### src/mscr_pkg.sv
// constants and types for the message interrupt and subsystem register bank
package mscr_pkg;
    localparam logic [11:0] OFF_MSG_CTRL      = 12'h0d0;
    localparam logic [11:0] OFF_MSG_ADDR_LO   = 12'h0d4;
    localparam logic [11:0] OFF_MSG_ADDR_HI   = 12'h0d8;
    localparam logic [11:0] OFF_MSG_PAYLOAD   = 12'h0dc;
    localparam logic [11:0] OFF_SUB_HDR       = 12'h0f0;
    localparam logic [11:0] OFF_SUB_ID        = 12'h0f4;
    localparam logic [11:0] OFF_IRQ_STATUS    = 12'h100;
    localparam logic [11:0] OFF_IRQ_ENABLE    = 12'h104;
    localparam logic [11:0] OFF_IRQ_CLEAR     = 12'h108;
    localparam logic [11:0] OFF_LOCK          = 12'h10c;

    localparam logic [7:0]  MSG_CAP_ID        = 8'h05;
    localparam logic [7:0]  SUB_CAP_ID        = 8'h0d;
    localparam logic [7:0]  NEXT_LINK_RESET   = 8'h00;
    localparam logic [2:0]  REQ_COUNT_VALUE   = 3'h0;
    localparam logic        WIDE_ADDR_VALUE   = 1'b1;
    localparam int          LINK_LSB          = 8;
    localparam int          ENABLE_BIT        = 16;
    localparam int          REQ_COUNT_LSB     = 17;
    localparam int          GRANT_COUNT_LSB   = 20;
    localparam int          WIDE_BIT          = 23;
    localparam int          MAKER_LSB         = 0;
    localparam int          BOARD_LSB         = 16;

    // status bits: 0 message sent, 1 event dropped while disabled
    localparam int          IRQ_BITS          = 2;
    localparam int          IRQ_SENT          = 0;
    localparam int          IRQ_DROP          = 1;

    typedef enum logic [1:0] {
        MSCR_IDLE,
        MSCR_SEND,
        MSCR_WAIT
    } mscr_state_t;
endpackage : mscr_pkg

### src/mscr_regs.sv
// register bank for the message interrupt and subsystem capabilities
// What this block does; RQ9 is left to software
// RQ1: the message capability header reads 0x5 in its low byte.
// RQ2: the next link in header bits 15:8 resets to 0 and is lock-writable.
// RQ3: header bit 16 is a writable enable, reset 0, gating message sends.
// RQ4: the requested count in bits 19:17 is read-only zero.
// RQ5: granted count in bits 22:20 resets 0; one message always used.
// RQ6: header bit 23 reads 1, advertising wide address support.
// RQ7: low address bits 31:2 are writable, bits 1:0 read zero.
// RQ8: a nonzero upper address selects a wide write, zero a narrow one.
// RQ9: software must aim all target addresses at the root port.
// RQ10: payload bits 15:0 writable, reset 0, bits 31:16 read zero.
// RQ11: the subsystem capability header reads 0xd in its low byte.
// RQ12: subsystem next link bits 15:8 reset 0, lock-writable; rest zero.
// RQ13: subsystem bits 15:0 hold the lock-writable board maker code.
// RQ14: subsystem bits 31:16 hold the lock-writable board code.
// RQ15: an enabled event emits one posted write of payload to target.
//
// Local design decision: the APB interface to the registers.
`timescale 1ns/1ps
`default_nettype none
module mscr_regs (
    input  wire logic                          ref_clk,
    input  wire logic                          srst,
    input  wire logic                          psel,
    input  wire logic                          penable,
    input  wire logic                          pwrite,
    input  wire logic [11:0]                   paddr,
    input  wire logic [31:0]                   pwdata,
    input  wire logic [3:0]                    pstrb,
    output logic                               pready,
    output logic                               pslverr,
    output logic [31:0]                        prdata,
    input  wire logic                          irq_event,
    input  wire logic                          wr_ready,
    output logic                               wr_valid,
    output logic                               wr_wide,
    output logic [63:0]                        wr_addr,
    output logic [31:0]                        wr_data,
    output logic                               irq
);
    import mscr_pkg::*;

    typedef struct packed {
        logic [7:0]          msg_link;
        logic                msg_enable;
        logic [2:0]          grant_count;
        logic [29:0]         addr_low;
        logic [31:0]         addr_high;
        logic [15:0]         payload;
        logic [7:0]          sub_link;
        logic [15:0]         board_maker_code;
        logic [15:0]         board_code;
        logic                cfg_unlocked;
        logic [IRQ_BITS-1:0] status;
        logic [IRQ_BITS-1:0] irq_enable;
        logic                pready;
        logic                pslverr;
        logic [31:0]         prdata;
        logic                irq;
    } mscr_regs_t;

    mscr_regs_t r;
    mscr_regs_t next_r;

    logic       sent_pulse;
    logic       drop_pulse;

    function automatic logic [31:0] merge(input logic [31:0] old_v,
                                          input logic [31:0] new_v,
                                          input logic [3:0]  strb);
        logic [31:0] res;
        res = old_v;
        for (int i = 0; i < 4; i++) begin
            if (strb[i]) begin
                res[i*8 +: 8] = new_v[i*8 +: 8];
            end
        end
        return res;
    endfunction

    function automatic logic [31:0] ctrl_word(input mscr_regs_t s);
        logic [31:0] w;
        w = 32'h0000_0000;
        w[7:0] = MSG_CAP_ID; // RQ1
        w[LINK_LSB +: 8] = s.msg_link;
        w[ENABLE_BIT] = s.msg_enable;
        w[REQ_COUNT_LSB +: 3] = REQ_COUNT_VALUE; // RQ4
        w[GRANT_COUNT_LSB +: 3] = s.grant_count;
        w[WIDE_BIT] = WIDE_ADDR_VALUE; // RQ6
        return w;
    endfunction

    // register picked by the bus address
    typedef enum logic [3:0] {
        MSCR_SEL_CTRL,
        MSCR_SEL_ADDR_LO,
        MSCR_SEL_ADDR_HI,
        MSCR_SEL_PAYLOAD,
        MSCR_SEL_SUB_HDR,
        MSCR_SEL_SUB_ID,
        MSCR_SEL_STATUS,
        MSCR_SEL_ENABLE,
        MSCR_SEL_CLEAR,
        MSCR_SEL_LOCK,
        MSCR_SEL_NONE
    } mscr_sel_t;

    // one address decode shared by the read and write paths
    function automatic mscr_sel_t reg_select(input logic [11:0] a);
        mscr_sel_t s;
        unique case (a)
            OFF_MSG_CTRL:    s = MSCR_SEL_CTRL;
            OFF_MSG_ADDR_LO: s = MSCR_SEL_ADDR_LO;
            OFF_MSG_ADDR_HI: s = MSCR_SEL_ADDR_HI;
            OFF_MSG_PAYLOAD: s = MSCR_SEL_PAYLOAD;
            OFF_SUB_HDR:     s = MSCR_SEL_SUB_HDR;
            OFF_SUB_ID:      s = MSCR_SEL_SUB_ID;
            OFF_IRQ_STATUS:  s = MSCR_SEL_STATUS;
            OFF_IRQ_ENABLE:  s = MSCR_SEL_ENABLE;
            OFF_IRQ_CLEAR:   s = MSCR_SEL_CLEAR;
            OFF_LOCK:        s = MSCR_SEL_LOCK;
            default:         s = MSCR_SEL_NONE;
        endcase
        return s;
    endfunction

    // word as read; also the old value that a strobed write merges into
    function automatic logic [31:0] reg_word(input mscr_regs_t s,
                                             input mscr_sel_t  sel);
        logic [31:0] w;
        w = 32'h0000_0000;
        unique case (sel)
            MSCR_SEL_CTRL:    w = ctrl_word(s);
            MSCR_SEL_ADDR_LO: w = {s.addr_low, 2'b00}; // RQ7
            MSCR_SEL_ADDR_HI: w = s.addr_high;
            MSCR_SEL_PAYLOAD: w = {16'h0000, s.payload}; // RQ10
            MSCR_SEL_SUB_HDR: w = {16'h0000, s.sub_link, SUB_CAP_ID}; // RQ11
            MSCR_SEL_SUB_ID:  w = {s.board_code, s.board_maker_code};
            MSCR_SEL_STATUS:  w = 32'(s.status);
            MSCR_SEL_ENABLE:  w = 32'(s.irq_enable);
            MSCR_SEL_LOCK:    w = 32'(s.cfg_unlocked);
            default:          w = 32'h0000_0000;
        endcase
        return w;
    endfunction

    logic        access;
    logic        wr_acc;
    logic        rd_acc;
    mscr_sel_t   sel;
    logic [31:0] mw;

    always_comb begin
        access = psel && penable && !r.pready;
        wr_acc = access && pwrite;
        rd_acc = access && !pwrite;
        sel    = reg_select(paddr);
        mw     = merge(reg_word(r, sel), pwdata, pstrb);
        next_r = r;
        next_r.pready  = access;
        next_r.pslverr = 1'b0;
        if (rd_acc) begin
            next_r.prdata  = reg_word(r, sel);
            // clear register is write-only
            next_r.pslverr = (sel == MSCR_SEL_NONE) ||
                             (sel == MSCR_SEL_CLEAR);
        end
        if (wr_acc) begin
            unique case (sel)
                MSCR_SEL_CTRL: begin
                    if (r.cfg_unlocked) begin
                        next_r.msg_link = mw[LINK_LSB +: 8]; // RQ2
                    end
                    next_r.msg_enable  = mw[ENABLE_BIT]; // RQ3
                    next_r.grant_count = mw[GRANT_COUNT_LSB +: 3]; // RQ5
                end
                MSCR_SEL_ADDR_LO: begin
                    next_r.addr_low = mw[31:2]; // RQ7
                end
                MSCR_SEL_ADDR_HI: begin
                    next_r.addr_high = mw;
                end
                MSCR_SEL_PAYLOAD: begin
                    next_r.payload = mw[15:0]; // RQ10
                end
                MSCR_SEL_SUB_HDR: begin
                    if (r.cfg_unlocked) begin
                        next_r.sub_link = mw[LINK_LSB +: 8]; // RQ12
                    end
                end
                MSCR_SEL_SUB_ID: begin
                    if (r.cfg_unlocked) begin
                        next_r.board_maker_code = mw[MAKER_LSB +: 16]; // RQ13
                        next_r.board_code = mw[BOARD_LSB +: 16]; // RQ14
                    end
                end
                MSCR_SEL_ENABLE: begin
                    next_r.irq_enable = mw[IRQ_BITS-1:0];
                end
                MSCR_SEL_CLEAR: begin
                    next_r.status = r.status & ~mw[IRQ_BITS-1:0];
                end
                MSCR_SEL_LOCK: begin
                    next_r.cfg_unlocked = mw[0];
                end
                default: begin
                    // status is read-only; unmapped writes are dropped
                    next_r.pslverr = 1'b1;
                end
            endcase
        end
        // hardware set wins over a same-cycle clear
        if (sent_pulse) begin
            next_r.status[IRQ_SENT] = 1'b1;
        end
        if (drop_pulse) begin
            next_r.status[IRQ_DROP] = 1'b1;
        end
        next_r.irq = |(next_r.status & next_r.irq_enable);
        if (srst) begin
            next_r = '0;
            next_r.msg_link = NEXT_LINK_RESET; // RQ2
            next_r.sub_link = NEXT_LINK_RESET; // RQ12
            next_r.cfg_unlocked = 1'b1;
        end
    end

    always_ff @(posedge ref_clk) begin
        r <= next_r;
    end

    // RQ9 relies on software: target is used as programmed
    mscr_sender u_sender (
        .ref_clk     (ref_clk),
        .srst        (srst),
        .enable      (r.msg_enable), // RQ3
        .event_pulse (irq_event),
        .addr_low    ({r.addr_low, 2'b00}),
        .addr_high   (r.addr_high),
        .payload     (r.payload),
        .wr_ready    (wr_ready),
        .wr_valid    (wr_valid),
        .wr_wide     (wr_wide),
        .wr_addr     (wr_addr),
        .wr_data     (wr_data),
        .sent_pulse  (sent_pulse),
        .drop_pulse  (drop_pulse)
    );

    assign pready  = r.pready;
    assign pslverr = r.pslverr;
    assign prdata  = r.prdata;
    assign irq     = r.irq;
endmodule : mscr_regs
`default_nettype wire

### src/mscr_sender.sv
// issues one posted memory write per interrupt event taken in idle; events during a send or wait are ignored
`timescale 1ns/1ps
`default_nettype none
module mscr_sender (
    input  wire logic        ref_clk,
    input  wire logic        srst,
    input  wire logic        enable,
    input  wire logic        event_pulse,
    input  wire logic [31:0] addr_low,
    input  wire logic [31:0] addr_high,
    input  wire logic [15:0] payload,
    input  wire logic        wr_ready,
    output logic             wr_valid,
    output logic             wr_wide,
    output logic [63:0]      wr_addr,
    output logic [31:0]      wr_data,
    output logic             sent_pulse,
    output logic             drop_pulse
);
    import mscr_pkg::*;

    typedef struct packed {
        mscr_state_t state;
        logic        valid;
        logic        wide;
        logic [63:0] addr;
        logic [31:0] data;
        logic        sent;
        logic        drop;
    } mscr_snd_t;

    mscr_snd_t r;
    mscr_snd_t next_r;

    always_comb begin
        next_r      = r;
        next_r.sent = 1'b0;
        next_r.drop = 1'b0;
        unique case (r.state)
            MSCR_IDLE: begin
                if (event_pulse && enable) begin
                    next_r.state = MSCR_SEND;
                    next_r.valid = 1'b1;
                    next_r.wide  = (addr_high != 32'h0000_0000); // RQ8
                    next_r.addr  = (addr_high != 32'h0000_0000) ?
                                   {addr_high, addr_low[31:2], 2'b00} :
                                   {32'h0000_0000, addr_low[31:2], 2'b00};
                    // single message granted: payload never altered
                    next_r.data  = {16'h0000, payload}; // RQ5 RQ10
                end else if (event_pulse) begin
                    next_r.drop = 1'b1; // RQ3
                end
            end
            MSCR_SEND: begin
                if (wr_ready) begin
                    next_r.valid = 1'b0;
                    next_r.sent  = 1'b1; // RQ15
                    next_r.state = MSCR_WAIT;
                end
            end
            MSCR_WAIT: begin
                next_r.state = MSCR_IDLE;
            end
            default: begin
                next_r.state = MSCR_IDLE;
            end
        endcase
        if (srst) begin
            next_r       = '0;
            next_r.state = MSCR_IDLE;
        end
    end

    always_ff @(posedge ref_clk) begin
        r <= next_r;
    end

    assign wr_valid   = r.valid;
    assign wr_wide    = r.wide;
    assign wr_addr    = r.addr;
    assign wr_data    = r.data;
    assign sent_pulse = r.sent;
    assign drop_pulse = r.drop;
endmodule : mscr_sender
`default_nettype wire

### config.mk
export PLATFORM = sky130hd
export DESIGN_NAME = mscr_regs
export DESIGN_NICKNAME = d
export VERILOG_FILES = /design/src/mscr_pkg.sv /design/src/mscr_regs.sv /design/src/mscr_sender.sv
export SDC_FILE = /design/constraint.sdc
export NUM_CORES = 1
export LEC_CHECK = 0
export ABC_AREA = 1
export BUFFER_PORTS_ARGS = -buffer_cell sky130_fd_sc_hd__buf_2
export CELL_PAD_IN_SITES_DETAIL_PLACEMENT = 1
export CELL_PAD_IN_SITES_GLOBAL_PLACEMENT = 2
export CORE_MARGIN = 5
export CORE_UTILIZATION = 29
export DETAILED_ROUTE_END_ITERATION = 6
export GPL_TIMING_DRIVEN = 0
export PLACE_DENSITY_LB_ADDON = 0.05
export SYNTH_ARGS = -nofsm -noshare
export SYNTH_HDL_FRONTEND = slang
export SYNTH_SLANG_ARGS = --single-unit
### constraint.sdc
create_clock -name ref_clk -period 2 [get_ports ref_clk]
set_clock_uncertainty 0.15 [all_clocks]
set_input_delay 0.2 -clock ref_clk [delete_from_list [all_inputs] [get_ports ref_clk]]
set_output_delay 0.2 -clock ref_clk [all_outputs]
set_load 0.01 [all_outputs]
Yosys cells after proc, flatten, opt, wreduce, memory -nomap -nowiden
Index checks and enable logic that the tools add are counted.
{"block": "word_totals", "reg_bits": 256, "input_bits": 55, "word_cells": 99}
{"block": "op_classes", "eq_ne": 23, "n_mux": 21, "bitwise": 5, "reduce_logical": 27}
{"cell": "case mux 32 bit (9 select lines)", "n": 1}
{"cell": "two-way mux 100 bit", "n": 1}
{"cell": "== test 12 x 8 -> 1 bit, second input constant", "n": 6}
{"cell": "two-way mux 64 bit", "n": 1}
{"cell": "== test 12 x 9 -> 1 bit, second input constant", "n": 4}
{"cell": "case mux 4 bit (10 select lines)", "n": 1}
{"cell": "two-way mux 33 bit", "n": 1}
{"cell": "two-way mux 8 bit", "n": 4}
{"cell": "nonzero test 32 bit", "n": 1}
{"cell": "== test 4 x 3 -> 1 bit, second input constant", "n": 4}
{"cell": "AND reduction 2 bit", "n": 7}
{"cell": "== test 4 bit, second input constant", "n": 3}
{"cell": "AND reduction 3 bit", "n": 4}
{"cell": "OR reduction 9 bit", "n": 1}
{"cell": "== test 4 x 2 -> 1 bit, second input constant", "n": 2}
{"cell": "two-way mux 1 bit", "n": 6}
{"cell": "logical AND 1 bit", "n": 5}
{"cell": "AND 2 bit", "n": 2}
{"cell": "== test 4 x 1 -> 1 bit, second input constant", "n": 1}
{"cell": "logical NOT 4 bit", "n": 1}
{"cell": "two-way mux 2 bit", "n": 2}
{"cell": "two-way mux 4 bit", "n": 1}
{"cell": "case mux 2 bit (2 select lines)", "n": 1}
{"cell": "OR reduction 2 bit", "n": 2}
{"cell": "12 further kinds", "n": 14}

Depth between registers and ports, before layout
{"block": "logic_depth", "word_depth": 12, "depth_mapped": 18, "mapped_depth_nobuf": 18}

Hierarchy
Synthesis repeated with hierarchy kept, for this count alone.
{"block": "unflattened", "cells_unflattened": 1679, "area_unflattened_um2": 11776.3}
{"module": "mscr_regs", "n_inst": 1, "cells_per_inst": 1191, "area_each_um2": 8079.0, "seq_area_each_um2": 3403.3}
{"module": "mscr_sender", "n_inst": 1, "cells_per_inst": 488, "area_each_um2": 3697.3, "seq_area_each_um2": 1681.6}

Worst setup path before layout
No wires, ideal clock.
{"block": "synth_path", "path_kind": "register to register", "start": "reg r (netlist bit pready)", "end": "reg r[59] in the netlist's numbering", "t_arrival_ns": 1.732, "setup_slack_ns": 0.009, "stages_incl_launch_ff": 12, "n_path_buf": 1, "path_cell_list": "dfxtp_1 > nor2_1 > inv_1 > nor2_1 > inv_2 > nor2_1 > inv_1 > nor2_2 > clkbuf_1 > nand3_1 > nand2_1 > inv_1"}
{"block": "synth_between", "elab_chain_len": 4}
{"item": "start: declaration", "line": "mscr_regs.sv:63", "text": "mscr_regs_t r;"}
{"item": "start signal: assignment", "line": "mscr_regs.sv:230", "text": "r <= next_r;"}
{"item": "logical NOT 1 bit", "line": "mscr_regs.sv:155", "text": "access = psel && penable && !r.pready;"}
{"item": "logical AND 1 bit", "line": "mscr_regs.sv:155"}
{"item": "logical AND 1 bit", "line": "mscr_regs.sv:156", "text": "wr_acc = access && pwrite;"}
{"item": "AND reduction 3 bit (no line)"}
No other way between the ends.
A chain may end at the register's enable or synchronous reset.

Worst setup path after layout
{"block": "layout_path", "start": "in paddr[9]", "end": "reg r[140] in the netlist's numbering"}
{"block": "layout_between", "elab_chain_len": 5}
{"item": "start: declaration", "line": "mscr_regs.sv:28", "text": "input wire logic [11:0] paddr,"}
{"item": "== test 12 x 9 -> 1 bit or == test 12 x 8 -> 1 bit (tied branches)", "line": "mscr_regs.sv:112", "text": "unique case (a)"}
{"item": "case mux 4 bit (10 select lines) *", "line": "mscr_regs.sv:112"}
{"item": "== test 4 bit (tied with other cells)", "line": "mscr_regs.sv:133", "text": "unique case (sel)"}
{"item": "case mux 32 bit (9 select lines)", "line": "mscr_regs.sv:133"}
{"item": "two-way mux 8 bit", "line": "mscr_regs.sv:75", "text": "if (strb[i]) begin"}
Every way passes the cells marked *; elsewhere a longest branch is shown, timed or not.

==> results_dict.tcl <==
set metrics [dict create \
    wl_per_cell_um 20.56 \
    slowest_stage "o21ai_4" \
    worstPathMaxFanout 10 \
    fin_crit_sh_pct 98.27 \
    portBuffers 168 \
    via_per_inst 4.799 \
    fin_nets 1882 \
    gr-usage-all-layers_pct 21.56 \
    synth.most_common_cell "nand2_1" \
    dieArea_um2 43430 \
    postRouteAntennaNets 0 \
    critical_path_depth 18 \
    htreeDepth 1 \
    vias 11355 \
    r2r_cells 10 \
    hp-start "pstrb[0]" \
    synth_top_cell_area_share_pct 44.54 \
    gp_congestion 0.8519 \
    drt_iter0_markers 488 \
    ys_types 40 \
    drt_wl_total_um 48650 \
    rsz0062_at_grt "yes" \
    numCtsBuffers 30 \
    p_per_area_nw_per_um2 755.5 \
    fmax_ghz 0.5088 \
    status "finished, final reports clean" \
    ios 188 \
    core-area_um2 38830 \
    antenna_found_initial 1 \
    p_leak_nw 6.860 \
    synth_seq_cells 254 \
    die_h_um 208.4 \
    firstDrtPassIters 5 \
    cp-start-kind "input pin" \
    die_x_um 208.4 \
    crit_family "simple AND/OR/NAND/NOR gates" \
    synth_edf_count 0 \
    end_kind "flip-flop" \
    finalHoldViolCount 0 \
    grt_start_max_net_pins 15 \
    rows 72 \
    setup_viol 0 \
    drv_slew 0 \
    critPathMaxStageDelay_ps 220 \
    synthArstFlopShare_pct 0 \
    r2r_end "r[78]$_SDFFE_PP0P_" \
    hpwl_um 36510 \
    setup_ws_ps 34.61 \
    grt_overflow 0 \
    whs_ps 13.81 \
    path_class "in2reg" \
    arrival_ps 2250 \
    worst_path_most_repeated_cell "nand2_1" \
    cts.sinks 254 \
    cp_cell_sequence "buf_2 -> inv_1 -> nand2_1 -> nor2_4 -> nand2_1 -> nand2_1 -> nand2_2 -> nand2_4 -> nor2_8 -> nand2_8 -> inv_6 -> buf_12 -> nand2_1 -> nand3_2 -> nor2_4 -> nand2_1 -> o21ai_4 -> a21oi_1" \
    synthTopCellsByArea "dfxtp_1 (45%), nand2_1 (8.8%), buf_4 (8.5%)" \
    max-slew-margin-rel_pct 43.61 \
    ys_warn_count 0 \
    grt_pass1_wl_um 72480 \
    place_ws_ps -1257 \
    reg2reg_slack_ps 90 \
    antenna_cells 0 \
    maxCapViolCount 0 \
    min_period_ps 1965 \
    grt_pass1_vias 11610 \
    drive_above_1_share_pct 29.65 \
    areaGrowthSynthToFinish_pct 33.82 \
    cts_buffer_depth 3 \
    tns_ps 0 \
    synth_cells 1538 \
    irDropWorstVdd_mv 0.6304 \
    yosys.area.top_type "dfxtp_1" \
    cts_tree "yes" \
    synthFlopType "dfxtp_1" \
    tightest_slew_ps 845.9 \
    worst-path-buf-inv 4 \
    initial_core_util_pct 29.40 \
    required_ps 2290 \
    drcViolationCount 0 \
    synth_common_cells "nand2_1 (269), dfxtp_1 (254), o21ai_0 (190)" \
    holdPathEnd "r[84]$_SDFFE_PP0P_" \
    power_mw 11.54 \
    r2r_start "pready$_SDFF_PP0_" \
    netlist_area_um2 11420 \
    clk_pin_slew_ps 60 \
    crit_start "paddr[9]" \
    clk_latency_ps 570 \
    yosysSeqAreaShare_pct 44.54 \
    avgSynthCellArea_um2 7.423 \
    cts-root-buf "clkbuf_16" \
    hold_class "in2reg" \
    min_delay_path_depth 5 \
]
flip-flops by register name, indices dropped and copies added (netlist names):
signal and cells:
u_sender.drop_pulse 1, u_sender.wr_addr 62, irq 1, pready 1, u_sender.wr_valid 1, u_sender.wr_data 16
u_sender.r 2, pslverr 1, u_sender.sent_pulse 1, r 135, prdata 32, u_sender.wr_wide 1
tightest hold or removal path, stage by stage:
cell and delay [ps]:
buf_2 150, nand2_1 150, nand3_1 100, nand2_1 60, inv_1 30
report_power, final:
part	switching [mW]	internal [mW]
combinational	0.463	0.277
sequential	0.0225	5.09
clock	2.22	3.46
cell type report:
cell class / count / area [µm²]
fillers: 4742 / 23550
clock inverters: 5 / 100.1
well taps: 518 / 648.1
multi-input cells: 971 / 5062
clock buffers: 48 / 909.6
repair buffers: 241 / 1531
inverters: 121 / 486.7
flip-flops and latches: 254 / 5085
plain buffers: 208 / 1454
cells in the final DEF (no fill, tap or decap), drive strengths merged, types with 8 or more instances in the layout:
cell,netlist,final
nand3,62,62
clkbuf,59,103
dfxtp,254,254
nor3,8,8
nor2,136,136
dlygate4sd3,0,40
conb,1,18
o21ai,218,218
buf,150,353
nand4,20,20
nor4,9,9
a21oi,183,183
nand2,282,282
o211ai,10,10
inv,117,116
repair_timing:
action	4_1_cts	5_1_grt
resized for setup	77	122
setup buffers	5	27
setup endpoints to repair	244	162
hold buffers	40	1
hold endpoints to repair	129	4
pin swaps	3	26
logic make-up after synthesis:
logic type	Yosys count	synth area share, %
AND/OR/NAND/NOR	520	19.75
AO/OA/AOI/OAI	430	19.73
buffers and inverters	330	15.54
flip-flops	254	44.54
multiplexers	3	0.4055
other	1	0.03285
how the worst max path moves through the flow:
stage and endpoint:
3_3_place_gp u_sender.wr_data[15]$_SDFFE_PP0P_, 4_1_cts r[68]$_SDFFE_PP0P_, 6_report r[140]$_SDFFE_PP0P_, 5_1_grt r[84]$_SDFFE_PP0P_, 3_5_place_dp u_sender.wr_data[15]$_SDFFE_PP0P_, 2_1_floorplan r[59]$_SDFFE_PP0P_
per-layer routing:
layer  up-vias  routed length, µm  GRT usage (%)
met5         -                  0              0
met3        60               2075          3.193
met4         0               1137          5.119
li1       5527                  -              -
met2       232              23130          36.51
met1      5536              22300          29.10
metrics by stage:
stage / instances / instance area, µm² / util (%)
2_1_floorplan: 1555 / 11480 / -
3_3_place_gp: 2241 / 12970 / 33.40
3_5_place_dp: 2241 / 12970 / 33.40
4_1_cts: 2338 / 14650 / 37.74
5_1_grt: 2366 / 15280 / 39.35
6_report: 2366 / 15280 / 39.35
Power figures use the tool's default switching activity.
